### src/logic/sarseq_pkg.sv
// Purpose: Shared constants and types of the SAR converter sequencer.
// Assumes: The system clock runs at 100 MHz and software uses 32-bit AXI4-Lite words.
// Notes: Register bytes sit in the low eight bits of each word.
package sarseq_pkg;
  localparam int AXI_ADDR_W = 8;
  localparam logic [7:0] OFS_CONTROL_0 = 8'h00;
  localparam logic [7:0] OFS_PIN_REF = 8'h04;
  localparam logic [7:0] OFS_TIMING_FMT = 8'h08;
  localparam logic [7:0] OFS_RESULT_HIGH = 8'h0C;
  localparam logic [7:0] OFS_RESULT_LOW = 8'h10;
  localparam logic [7:0] OFS_IRQ_CTRL = 8'h14;
  // Field positions in the control register.
  localparam int CTL_EN_BIT = 0;
  localparam int CTL_GO_BIT = 1;
  localparam int CTL_CHS_LSB = 2;
  localparam int CTL_CAL_BIT = 7;
  // Field positions in the pin and reference register.
  localparam int PRC_PORT_ANALOG_CONFIG_LSB = 0;
  localparam int PRC_POS_BIT = 4;
  localparam int PRC_NEG_BIT = 5;
  // Field positions in the timing and format register.
  localparam int TFC_CCS_LSB = 0;
  localparam int TFC_ACQ_LSB = 3;
  localparam int TFC_FMT_BIT = 7;
  // Field positions in the interrupt register.
  localparam int IRQ_FLAG_BIT = 0;
  localparam int IRQ_EN_BIT = 1;
  // Reset values and write masks; masked bits are unimplemented.
  localparam logic [7:0] RST_CONTROL_0 = 8'h00;
  localparam logic [7:0] RST_PIN_REF = 8'h00;
  localparam logic [7:0] RST_TIMING_FMT = 8'h00;
  localparam logic [7:0] MSK_CONTROL_0 = 8'hBF;
  localparam logic [7:0] MSK_PIN_REF = 8'h3F;
  localparam logic [7:0] MSK_TIMING_FMT = 8'hBF;
  localparam logic [1:0] RESP_OKAY = 2'h0;
  localparam logic [1:0] RESP_SLVERR = 2'h2;
  // Timing: one instruction cycle and the internal RC conversion clock period.
  localparam int CLK_PERIOD_PS = 10000;
  localparam int TCY_NS = 40;
  localparam int TCY_CYCLES = (TCY_NS * 1000 + CLK_PERIOD_PS - 1) / CLK_PERIOD_PS;
  localparam int RC_TAD_NS = 4000;
  localparam int RC_TAD_CYCLES = (RC_TAD_NS * 1000) / CLK_PERIOD_PS;
  localparam int CONV_TADS = 11;
  localparam int WAIT_TADS = 2;
  localparam int RESULT_W = 10;
  localparam int NUM_INPUTS = 12;
  localparam int LAST_INPUT = 11;
  localparam int PORT_ANALOG_CONFIG_LIMIT = 15;
  typedef enum logic [2:0] {
    SARSEQ_IDLE, SARSEQ_RC_DELAY, SARSEQ_ACQUIRE, SARSEQ_CALIBRATE, SARSEQ_CONVERT, SARSEQ_WAIT
  } sarseq_state_t;
endpackage

### src/logic/sarseq_top.sv
// Purpose: Register file and sequencer of a 10-bit successive-approximation converter.
// Assumes: The analog comparator and sample switch sit outside; only aclk exists.
// Notes: The internal RC conversion clock is modelled as a divider of aclk.
`timescale 1ns/1ps
// Contract
// - Build a 10-bit result by successive approximation on the held sample.
// - A set calibration request adds a calibration pass to the next conversion.
// - Channel codes 0 to 11 pick inputs 0 to 11; 11xx picks no input.
// - While enabled, the start/status bit reads 1 during conversion, 0 idle.
// - The enable bit turns the converter on when set, off when clear.
// - Negative reference is the external pin when set, analog ground when clear.
// - Positive reference is the external pin when set, analog supply when clear.
// - Port codes up to 0011 are all analog; each further code digitalises one more.
// - Result format bit set right-justifies, clear left-justifies the result.
// - Acquisition codes give 0,2,4,6,8,12,16,20 conversion clock periods.
// - Clock codes divide the oscillator by 2 to 64; x11 picks the RC clock.
// - With the RC clock, one instruction cycle passes before it starts running.
// - In sleep only the RC clock drives conversions; software must choose it.
// - On completion load the result pair, clear start/status, set the flag.
// - Reset restores control registers, turns the module off, aborts conversion.
// - Reset leaves the result pair untouched.
// - A nonzero acquisition time is inserted between start and conversion.
// - Two conversion clock periods pass after an end before sampling restarts.
// - Unimplemented register bits ignore writes and read as zero.
// - A conversion takes exactly 11 conversion clock periods.
// - Clearing start/status mid-conversion aborts and keeps the old result.
// - After programmed acquisition the conversion begins; afterwards sampling resumes.
module sarseq_top
  import sarseq_pkg::*;
(
  input wire logic aclk,
  input wire logic aresetn,
  input wire logic [sarseq_pkg::AXI_ADDR_W-1:0] s_axi_awaddr,
  input wire logic [2:0] s_axi_awprot,
  input wire logic s_axi_awvalid,
  output logic s_axi_awready,
  input wire logic [31:0] s_axi_wdata,
  input wire logic [3:0] s_axi_wstrb,
  input wire logic s_axi_wvalid,
  output logic s_axi_wready,
  output logic [1:0] s_axi_bresp,
  output logic s_axi_bvalid,
  input wire logic s_axi_bready,
  input wire logic [sarseq_pkg::AXI_ADDR_W-1:0] s_axi_araddr,
  input wire logic [2:0] s_axi_arprot,
  input wire logic s_axi_arvalid,
  output logic s_axi_arready,
  output logic [31:0] s_axi_rdata,
  output logic [1:0] s_axi_rresp,
  output logic s_axi_rvalid,
  input wire logic s_axi_rready,
  input wire logic comparator_high,
  input wire logic sleep_active,
  output logic sample_enable,
  output logic [sarseq_pkg::RESULT_W-1:0] dac_code,
  output logic [3:0] channel_select,
  output logic channel_valid,
  output logic [sarseq_pkg::NUM_INPUTS-1:0] analog_pin_mask,
  output logic neg_ref_external,
  output logic pos_ref_external,
  output logic calibrate_active,
  output logic converter_enabled,
  output logic conv_irq
);
  import sarseq_pkg::*;

  // Clock cycles per conversion clock period for each clock select code.
  function automatic logic [8:0] tad_ratio(input logic [2:0] code);
    case (code)
      3'b000: tad_ratio = 9'h002;
      3'b100: tad_ratio = 9'h004;
      3'b001: tad_ratio = 9'h008;
      3'b101: tad_ratio = 9'h010;
      3'b010: tad_ratio = 9'h020;
      3'b110: tad_ratio = 9'h040;
      default: tad_ratio = 9'(RC_TAD_CYCLES);
    endcase
  endfunction

  // Acquisition length in conversion clock periods.
  function automatic logic [4:0] acq_tads(input logic [2:0] code);
    case (code)
      3'b000: acq_tads = 5'h00;
      3'b001: acq_tads = 5'h02;
      3'b010: acq_tads = 5'h04;
      3'b011: acq_tads = 5'h06;
      3'b100: acq_tads = 5'h08;
      3'b101: acq_tads = 5'h0C;
      3'b110: acq_tads = 5'h10;
      default: acq_tads = 5'h14;
    endcase
  endfunction

  // Address decode shared by the write and read paths.
  function automatic logic addr_hit(input logic [AXI_ADDR_W-1:0] a);
    addr_hit = (a == OFS_CONTROL_0) || (a == OFS_PIN_REF) || (a == OFS_TIMING_FMT) ||
               (a == OFS_RESULT_HIGH) || (a == OFS_RESULT_LOW) || (a == OFS_IRQ_CTRL);
  endfunction

  logic [7:0] control_0;
  logic [7:0] pin_ref;
  logic [7:0] timing_fmt;
  logic [7:0] result_high;
  logic [7:0] result_low;
  logic conv_interrupt_flag;
  logic conv_interrupt_enable;
  logic [AXI_ADDR_W-1:0] aw_addr;
  logic aw_held;
  logic [7:0] w_byte;
  logic w_lane0;
  logic w_held;
  logic cmp_meta;
  logic cmp_sync;
  logic sleep_meta;
  logic sleep_sync;
  sarseq_state_t state;
  sarseq_state_t next_state;
  logic [8:0] tad_cnt;
  logic [4:0] step;
  logic [RESULT_W-1:0] sar;
  logic [8:0] rc_delay_cnt;

  // Register fields.
  wire module_enable = control_0[CTL_EN_BIT];
  wire start_status = control_0[CTL_GO_BIT];
  wire calibrate_request = control_0[CTL_CAL_BIT];
  wire [3:0] chan_field = control_0[CTL_CHS_LSB+:4];
  wire [3:0] port_analog_config = pin_ref[PRC_PORT_ANALOG_CONFIG_LSB+:4];
  wire result_format = timing_fmt[TFC_FMT_BIT];
  wire [2:0] acquisition_time_select = timing_fmt[TFC_ACQ_LSB+:3];
  wire [2:0] conv_clock_select = timing_fmt[TFC_CCS_LSB+:3];
  wire internal_rc_clock = conv_clock_select[1] & conv_clock_select[0];

  // Write path: address and data are taken in either order, then applied together.
  wire wr_go = aw_held && w_held && !s_axi_bvalid;
  wire wr_ok = wr_go && addr_hit(aw_addr) && w_lane0;
  wire wr_ctl = wr_ok && (aw_addr == OFS_CONTROL_0);
  wire wr_pin = wr_ok && (aw_addr == OFS_PIN_REF);
  wire wr_tfc = wr_ok && (aw_addr == OFS_TIMING_FMT);
  wire wr_rhi = wr_ok && (aw_addr == OFS_RESULT_HIGH);
  wire wr_rlo = wr_ok && (aw_addr == OFS_RESULT_LOW);
  wire wr_irq = wr_ok && (aw_addr == OFS_IRQ_CTRL);
  assign s_axi_awready = !aw_held;
  assign s_axi_wready = !w_held;
  assign s_axi_arready = !s_axi_rvalid;

  // Sequencer events.
  wire busy = (state == SARSEQ_RC_DELAY) || (state == SARSEQ_ACQUIRE) ||
              (state == SARSEQ_CALIBRATE) || (state == SARSEQ_CONVERT);
  wire tad_run = (state == SARSEQ_ACQUIRE) || (state == SARSEQ_CALIBRATE) ||
                 (state == SARSEQ_CONVERT) || (state == SARSEQ_WAIT);
  // In sleep the oscillator stops, so only the RC clock keeps periods coming.
  wire tad_clock_alive = !sleep_sync || internal_rc_clock;
  wire tad_tick = tad_run && tad_clock_alive && (tad_cnt == tad_ratio(conv_clock_select) - 9'h001);
  wire conv_done = (state == SARSEQ_CONVERT) && tad_tick &&
                   (step == 5'(CONV_TADS - 1));
  wire abort = busy && !start_status;
  wire launch = (state == SARSEQ_IDLE) && module_enable && start_status;
  wire [4:0] acq_len = acq_tads(acquisition_time_select);
  // Successive approximation: keep the trial bit when the input is above it.
  wire [3:0] bit_idx = 4'(RESULT_W) - 4'(step);
  wire [RESULT_W-1:0] sar_kept = cmp_sync ? sar : (sar & ~(10'h001 << bit_idx));
  wire [RESULT_W-1:0] trial_next = (step == 5'h00) ? 10'h200 :
                                   (sar_kept | ((10'h200 >> step) & {RESULT_W{step < 5'h0A}}));
  wire [7:0] fmt_high = result_format ? {6'h00, sar_kept[9:8]} : sar_kept[9:2];
  wire [7:0] fmt_low = result_format ? sar_kept[7:0] : {sar_kept[1:0], 6'h00};

  // Two-flop synchronisers for the comparator decision and the sleep level.
  always_ff @(posedge aclk) begin
    cmp_meta <= comparator_high;
    cmp_sync <= cmp_meta;
    sleep_meta <= sleep_active;
    sleep_sync <= sleep_meta;
  end

  // Write address and data holding stages.
  always_ff @(posedge aclk) begin
    if (!aresetn) begin
      aw_held <= 1'b0;
      w_held <= 1'b0;
      aw_addr <= '0;
      w_byte <= 8'h00;
      w_lane0 <= 1'b0;
    end else begin
      if (s_axi_awvalid && s_axi_awready) begin
        aw_held <= 1'b1;
        aw_addr <= s_axi_awaddr;
      end else if (wr_go) begin
        aw_held <= 1'b0;
      end
      if (s_axi_wvalid && s_axi_wready) begin
        w_held <= 1'b1;
        w_byte <= s_axi_wdata[7:0];
        w_lane0 <= s_axi_wstrb[0];
      end else if (wr_go) begin
        w_held <= 1'b0;
      end
    end
  end

  // Write response; unmapped addresses answer with a slave error.
  always_ff @(posedge aclk) begin
    if (!aresetn) begin
      s_axi_bvalid <= 1'b0;
      s_axi_bresp <= RESP_OKAY;
    end else if (wr_go) begin
      s_axi_bvalid <= 1'b1;
      s_axi_bresp <= addr_hit(aw_addr) ? RESP_OKAY : RESP_SLVERR;
    end else if (s_axi_bready) begin
      s_axi_bvalid <= 1'b0;
    end
  end

  // Control register. The status bit is cleared by completion or by disabling;
  // a software write of the same cycle still lands, but its status bit loses to completion so no done is missed.
  always_ff @(posedge aclk) begin
    if (!aresetn) begin
      control_0 <= RST_CONTROL_0;
    end else if (conv_done) begin
      control_0[CTL_GO_BIT] <= 1'b0;
      if (wr_ctl) begin
        control_0 <= w_byte & MSK_CONTROL_0 & ~(8'h01 << CTL_GO_BIT);
      end
    end else if (wr_ctl) begin
      control_0 <= w_byte & MSK_CONTROL_0 & {6'h3F, w_byte[CTL_EN_BIT], 1'b1};
    end
  end

  // Configuration registers.
  always_ff @(posedge aclk) begin
    if (!aresetn) begin
      pin_ref <= RST_PIN_REF;
      timing_fmt <= RST_TIMING_FMT;
    end else begin
      if (wr_pin) begin
        pin_ref <= w_byte & MSK_PIN_REF;
      end
      if (wr_tfc) begin
        timing_fmt <= w_byte & MSK_TIMING_FMT;
      end
    end
  end

  // Result pair: no reset, so its contents survive a reset and are unknown at power-on.
  always_ff @(posedge aclk) begin
    if (conv_done) begin
      result_high <= fmt_high;
      result_low <= fmt_low;
    end else begin
      if (wr_rhi) begin
        result_high <= w_byte;
      end
      if (wr_rlo) begin
        result_low <= w_byte;
      end
    end
  end

  // Interrupt flag: completion wins over a software clear in the same cycle.
  always_ff @(posedge aclk) begin
    if (!aresetn) begin
      conv_interrupt_flag <= 1'b0;
      conv_interrupt_enable <= 1'b0;
    end else begin
      if (conv_done) begin
        conv_interrupt_flag <= 1'b1;
      end else if (wr_irq) begin
        conv_interrupt_flag <= w_byte[IRQ_FLAG_BIT];
      end
      if (wr_irq) begin
        conv_interrupt_enable <= w_byte[IRQ_EN_BIT];
      end
    end
  end

  // Read path; unimplemented bits were masked at write time so they read zero.
  wire [7:0] rd_byte =
    (s_axi_araddr == OFS_CONTROL_0) ? control_0 :
    (s_axi_araddr == OFS_PIN_REF) ? pin_ref :
    (s_axi_araddr == OFS_TIMING_FMT) ? timing_fmt :
    (s_axi_araddr == OFS_RESULT_HIGH) ? result_high :
    (s_axi_araddr == OFS_RESULT_LOW) ? result_low :
    (s_axi_araddr == OFS_IRQ_CTRL) ? {6'h00, conv_interrupt_enable, conv_interrupt_flag} :
    8'h00;

  always_ff @(posedge aclk) begin
    if (!aresetn) begin
      s_axi_rvalid <= 1'b0;
      s_axi_rdata <= 32'h0000_0000;
      s_axi_rresp <= RESP_OKAY;
    end else if (s_axi_arvalid && s_axi_arready) begin
      s_axi_rvalid <= 1'b1;
      s_axi_rdata <= {24'h000000, rd_byte};
      s_axi_rresp <= addr_hit(s_axi_araddr) ? RESP_OKAY : RESP_SLVERR;
    end else if (s_axi_rready) begin
      s_axi_rvalid <= 1'b0;
    end
  end

  // Sequencer transitions; disabling drops straight to idle from any state.
  always_comb begin
    next_state = state;
    case (state)
      SARSEQ_IDLE: begin
        if (launch) begin
          if (internal_rc_clock) begin
            next_state = SARSEQ_RC_DELAY;
          end else if (acq_len != 5'h00) begin
            next_state = SARSEQ_ACQUIRE;
          end else begin
            next_state = calibrate_request ? SARSEQ_CALIBRATE : SARSEQ_CONVERT;
          end
        end
      end
      SARSEQ_RC_DELAY: begin
        if (rc_delay_cnt == 9'(TCY_CYCLES - 1)) begin
          if (acq_len != 5'h00) begin
            next_state = SARSEQ_ACQUIRE;
          end else begin
            next_state = calibrate_request ? SARSEQ_CALIBRATE : SARSEQ_CONVERT;
          end
        end
      end
      SARSEQ_ACQUIRE: begin
        if (tad_tick && (step == acq_len - 5'h01)) begin
          next_state = calibrate_request ? SARSEQ_CALIBRATE : SARSEQ_CONVERT;
        end
      end
      SARSEQ_CALIBRATE: begin
        if (tad_tick && (step == 5'(CONV_TADS - 1))) begin
          next_state = SARSEQ_CONVERT;
        end
      end
      SARSEQ_CONVERT: begin
        if (conv_done) begin
          next_state = SARSEQ_WAIT;
        end
      end
      SARSEQ_WAIT: begin
        if (tad_tick && (step == 5'(WAIT_TADS - 1))) begin
          next_state = SARSEQ_IDLE;
        end
      end
      default: next_state = SARSEQ_IDLE;
    endcase
    if (abort) begin
      next_state = SARSEQ_WAIT;
    end
    if (!module_enable) begin
      next_state = SARSEQ_IDLE;
    end
  end

  always_ff @(posedge aclk) begin
    if (!aresetn) begin
      state <= SARSEQ_IDLE;
    end else begin
      state <= next_state;
    end
  end

  // Conversion clock divider and period counter; both restart on every state change.
  always_ff @(posedge aclk) begin
    if (!aresetn || (next_state != state)) begin
      tad_cnt <= 9'h000;
      step <= 5'h00;
    end else if (tad_tick) begin
      tad_cnt <= 9'h000;
      step <= step + 5'h01;
    end else if (tad_run && tad_clock_alive) begin
      tad_cnt <= tad_cnt + 9'h001;
    end
  end

  // Instruction-cycle delay before the RC conversion clock starts.
  always_ff @(posedge aclk) begin
    if (!aresetn || (state != SARSEQ_RC_DELAY)) begin
      rc_delay_cnt <= 9'h000;
    end else begin
      rc_delay_cnt <= rc_delay_cnt + 9'h001;
    end
  end

  // Approximation register and trial code; period 0 holds the sample, 1 to 10 decide bits.
  always_ff @(posedge aclk) begin
    if (!aresetn) begin
      sar <= '0;
      dac_code <= '0;
    end else if ((state == SARSEQ_CONVERT) && tad_tick) begin
      sar <= trial_next;
      dac_code <= trial_next;
    end else if (state != SARSEQ_CONVERT) begin
      sar <= '0;
    end
  end

  // Analog-side controls, decoded from registers and sequencer state.
  assign sample_enable = module_enable && (state == SARSEQ_IDLE || state == SARSEQ_RC_DELAY ||
                         state == SARSEQ_ACQUIRE);
  assign calibrate_active = (state == SARSEQ_CALIBRATE);
  assign channel_select = chan_field;
  assign channel_valid = module_enable && (chan_field <= 4'(LAST_INPUT));
  assign neg_ref_external = pin_ref[PRC_NEG_BIT];
  assign pos_ref_external = pin_ref[PRC_POS_BIT];
  assign converter_enabled = module_enable;
  assign conv_irq = conv_interrupt_flag && conv_interrupt_enable;

  // Input i stays analog while i plus the port code is below the limit.
  genvar gi;
  generate
    for (gi = 0; gi < NUM_INPUTS; gi = gi + 1) begin : g_pin
      assign analog_pin_mask[gi] = (5'(gi) + {1'b0, port_analog_config}) < 5'(PORT_ANALOG_CONFIG_LIMIT);
    end
  endgenerate

endmodule

### config.mk
export PLATFORM = sky130hd
export DESIGN_NAME = sarseq_top
export DESIGN_NICKNAME = d
export VERILOG_FILES = /design/src/logic/sarseq_pkg.sv /design/src/logic/sarseq_top.sv
export SDC_FILE = /design/constraint.sdc
export NUM_CORES = 1
export LEC_CHECK = 0
export ABC_AREA = 1
export BUFFER_PORTS_ARGS = -buffer_cell sky130_fd_sc_hd__buf_2
export CAP_MARGIN = 20
export CORE_MARGIN = 2
export CORE_UTILIZATION = 45
export DETAILED_ROUTE_END_ITERATION = 10
export PLACE_DENSITY = 0.68
export SLEW_MARGIN = 10
export SYNTH_ARGS = -nofsm -noshare
export SYNTH_HDL_FRONTEND = slang
export SYNTH_SLANG_ARGS = --single-unit
### constraint.sdc
create_clock -name aclk -period 4.25 [get_ports aclk]
set_input_delay 0.2125 -clock aclk [delete_from_list [all_inputs] [get_ports aclk]]
set_output_delay 0.2125 -clock aclk [all_outputs]
set_load 0.05 [all_outputs]
==> results_dict.tcl <==
set metrics [dict create \
    status "completed" \
    design_area_um2 7566 \
    worstPathCellList "nor2_4 > nand2_1 > ha_1 > nand2_1 > nand2_1 > nand2_1 > nand2_1 > nand2_1 > nor2_4 > nand2_4 > nor2_1 > inv_1 > a21oi_2 > o21ai_0 > a21oi_1" \
    final.setup.tns_ns 0 \
    numCtsBuffers 17 \
    firstDrtPassIters 5 \
    cp.required_ns 4.60 \
    synthTopCellsByCount "nand2_1, inv_1, nor2_1" \
    critPathMaxFanout 11 \
    ys.warnings.count 0 \
    fin_nets 1061 \
    clockBufferDepth 2 \
    grt_max_degree 47 \
    ys_seq_area_frac 0.3942 \
    die_width_um 123.7 \
    die_y_um 123.7 \
    grt_pass1_vias 5330 \
    synth-seq-cells 119 \
    place_area_um2 6879 \
    hp-start "s_axi_wdata[3]" \
    num-fill-cells 1335 \
    arrival_ns 3.33 \
    setup_viol 0 \
    power_density_nw_per_um2 377.8 \
    wire_per_inst_um 13.54 \
    tightestPinTransition_ns 0.7820 \
    crit_slowest_cell "dfxtp_1" \
    syn_area_per_cell_um2 7.215 \
    hpwlAfterDp_mm 11.56 \
    synth_top_flop_cell "dfxtp_1" \
    dr_total_vias 5930 \
    fin_util 0.5430 \
    ant_nets 0 \
    htree_num_levels 4 \
    peakVddDrop_uv 210.6 \
    fmax_mhz 335.4 \
    cp-start-kind "register" \
    worstSetupPathType "reg2reg" \
    rr_worst_depth 15 \
    cpMostUsedCell "nand2_1" \
    relSlewSlack 0.4746 \
    synthArstFlopShare 0 \
    holdPathStages 3 \
    finClkSkew_ns 0.008652 \
    maxCapViolCount 0 \
    hp-class "in2reg" \
    wirelength_mm 15.81 \
    drtIter0Drc 433 \
    yosysMostFrequentCell "nand2_1" \
    grt.overflow.total 0 \
    antenna_cells 0 \
    grt_antenna_before_repair 0 \
    synth.top_cell.area_share 0.3197 \
    synth_cell_types 47 \
    cts_tree "built" \
    synth_cells 894 \
    final.min_clock_period_ns 2.982 \
    fin_crit_sh 0.7016 \
    cts_sinks 119 \
    rows 43 \
    synth_top_area_cell "dfxtp_1" \
    viasPerCell 5.081 \
    grt_first_pass_wirelength_mm 25.69 \
    core_region_area_um2 13930 \
    syn2layout_area_growth_pct 17.30 \
    hold_viol_final 0 \
    route.detailed.drc 0 \
    reg2reg_to "sar[4]" \
    synth_area_um2 6450 \
    gp_congestion 0.9031 \
    final_layout_size_suffix_gt1_frac 0.1540 \
    grt_usage 0.2164 \
    io_pins 141 \
    initial_utilization 0.4629 \
    synth_edf_count 16 \
    rrSetupSlack_ns 1.27 \
    die_area_um2 15310 \
    power.leakage_nw 3.391 \
    cp-end-kind "register" \
    io_buffer_count 81 \
    cp_slowest_stage_delay_ns 0.58 \
    cts_setup_buffers 0 \
    holdPathEnd "w_byte[3]" \
    cts_root_buf "clkbuf_16" \
    slew_viol_final 0 \
    synthTopCellsByArea "dfxtp_1, nand2_1, edfxtp_1, inv_1, nor2_1" \
    regToRegStartpoint "timing_fmt[1]" \
    rsz0062_at_grt "no" \
    clk_pin_slew_ns 0.06 \
    insertion_delay_ns 0.42 \
]
==> metal layers <==
metal  vias to the layer above  GRT usage  wire, um
li1                       3027          -         -
met1                      2683     0.2882      7583
met2                       187     0.3369      6958
met3                        33    0.05357       908
met4                         0    0.08665       355
met5                         -          0         0
==> repair_timing <==
item / 4_1_cts / 5_1_grt
endpoints found under the hold margin: 3 / 0
resized for setup: 0 / 0
hold buffers: 3 / 0
==> cell families after synthesis <==
group | Yosys count | share of synthesized area
and+or+nand+nor | 382 | 0.2630
AOI/OAI and AO/OA | 183 | 0.1589
buffers and inverters | 169 | 0.1174
DFF | 119 | 0.3942
xor gates and xnor gates | 20 | 0.02716
adders and majority gates | 20 | 0.03880
other | 1 | 0.0005814
==> layout by cell type (no fill, tap or decap), drive strengths merged, types with 18 or more instances in the layout <==
cell,count
nor3,18
nand3,51
buf,85
xor2,18
o21ai,73
ha,20
nand2,176
clkbuf,22
inv,119
conb,26
dfxtp,103
nor2,120
a21oi,72
==> cell type report <==
type | instances | area (um^2) | area share
repair buffers | 88 | 483.0 | 0.06383
clock inverters | 10 | 101.3 | 0.01340
inverters | 117 | 441.7 | 0.05838
flip-flops and latches | 119 | 2542 | 0.3360
clock buffers | 22 | 528.0 | 0.06979
multi-input cells | 631 | 3244 | 0.4288
well taps | 180 | 225.2 | 0.02977
==> worst max path at each step <==
stage                        to           from  depth (start not counted)
floorplan            tad_cnt[0]       state[0]                         10
finish                   sar[4]  timing_fmt[1]                         15
global route             sar[4]  timing_fmt[1]                         15
global placement    dac_code[4]  timing_fmt[1]                         15
detailed placement  dac_code[4]  timing_fmt[1]                         15
CTS                      sar[4]  timing_fmt[1]                         15
==> sequential cells by signal, indices dropped and copies added (netlist names), 3 cells and up <==
name and flops:
result_high 8, state 3, dac_code 10, result_low 8
aw_addr 8, s_axi_rdata 8, sar 10, w_byte 8
tad_cnt 9, control_0 7, rc_delay_cnt 9, step 5
pin_ref 6, timing_fmt 7
==> per-stage QoR <==
step | power (W) | hold WS [ns] | worst slack [ns] | std cells
3_5_place_dp | 0.001382 | 0.3121 | 1.294 | 1131
4_1_cts | 0.002881 | 0.0006955 | 1.232 | 1166
2_1_floorplan | 0.001356 | 0.2402 | 1.599 | 919
6_report | 0.002859 | 0.02165 | 1.268 | 1167
3_3_place_gp | 0.001381 | 0.3110 | 1.334 | 1130
5_1_grt | 0.002948 | 0.02817 | 0.8476 | 1167
==> critical path: cells and delay by family, from the launching register on <==
kind	cells	cell delay [ns]
and+or+nand+nor	10	1.03
AOI/OAI and AO/OA	3	0.80
DFF	1	0.58
adders and majority gates	1	0.26
buffers and inverters	1	0.22
==> power breakdown <==
part           internal [W]  switching (W)  total, W
Clock              0.000947       0.000547   0.00149
Sequential          0.00116      0.0000182   0.00118
Combinational     0.0000438       0.000140  0.000184
Power figures use the tool's default switching activity.
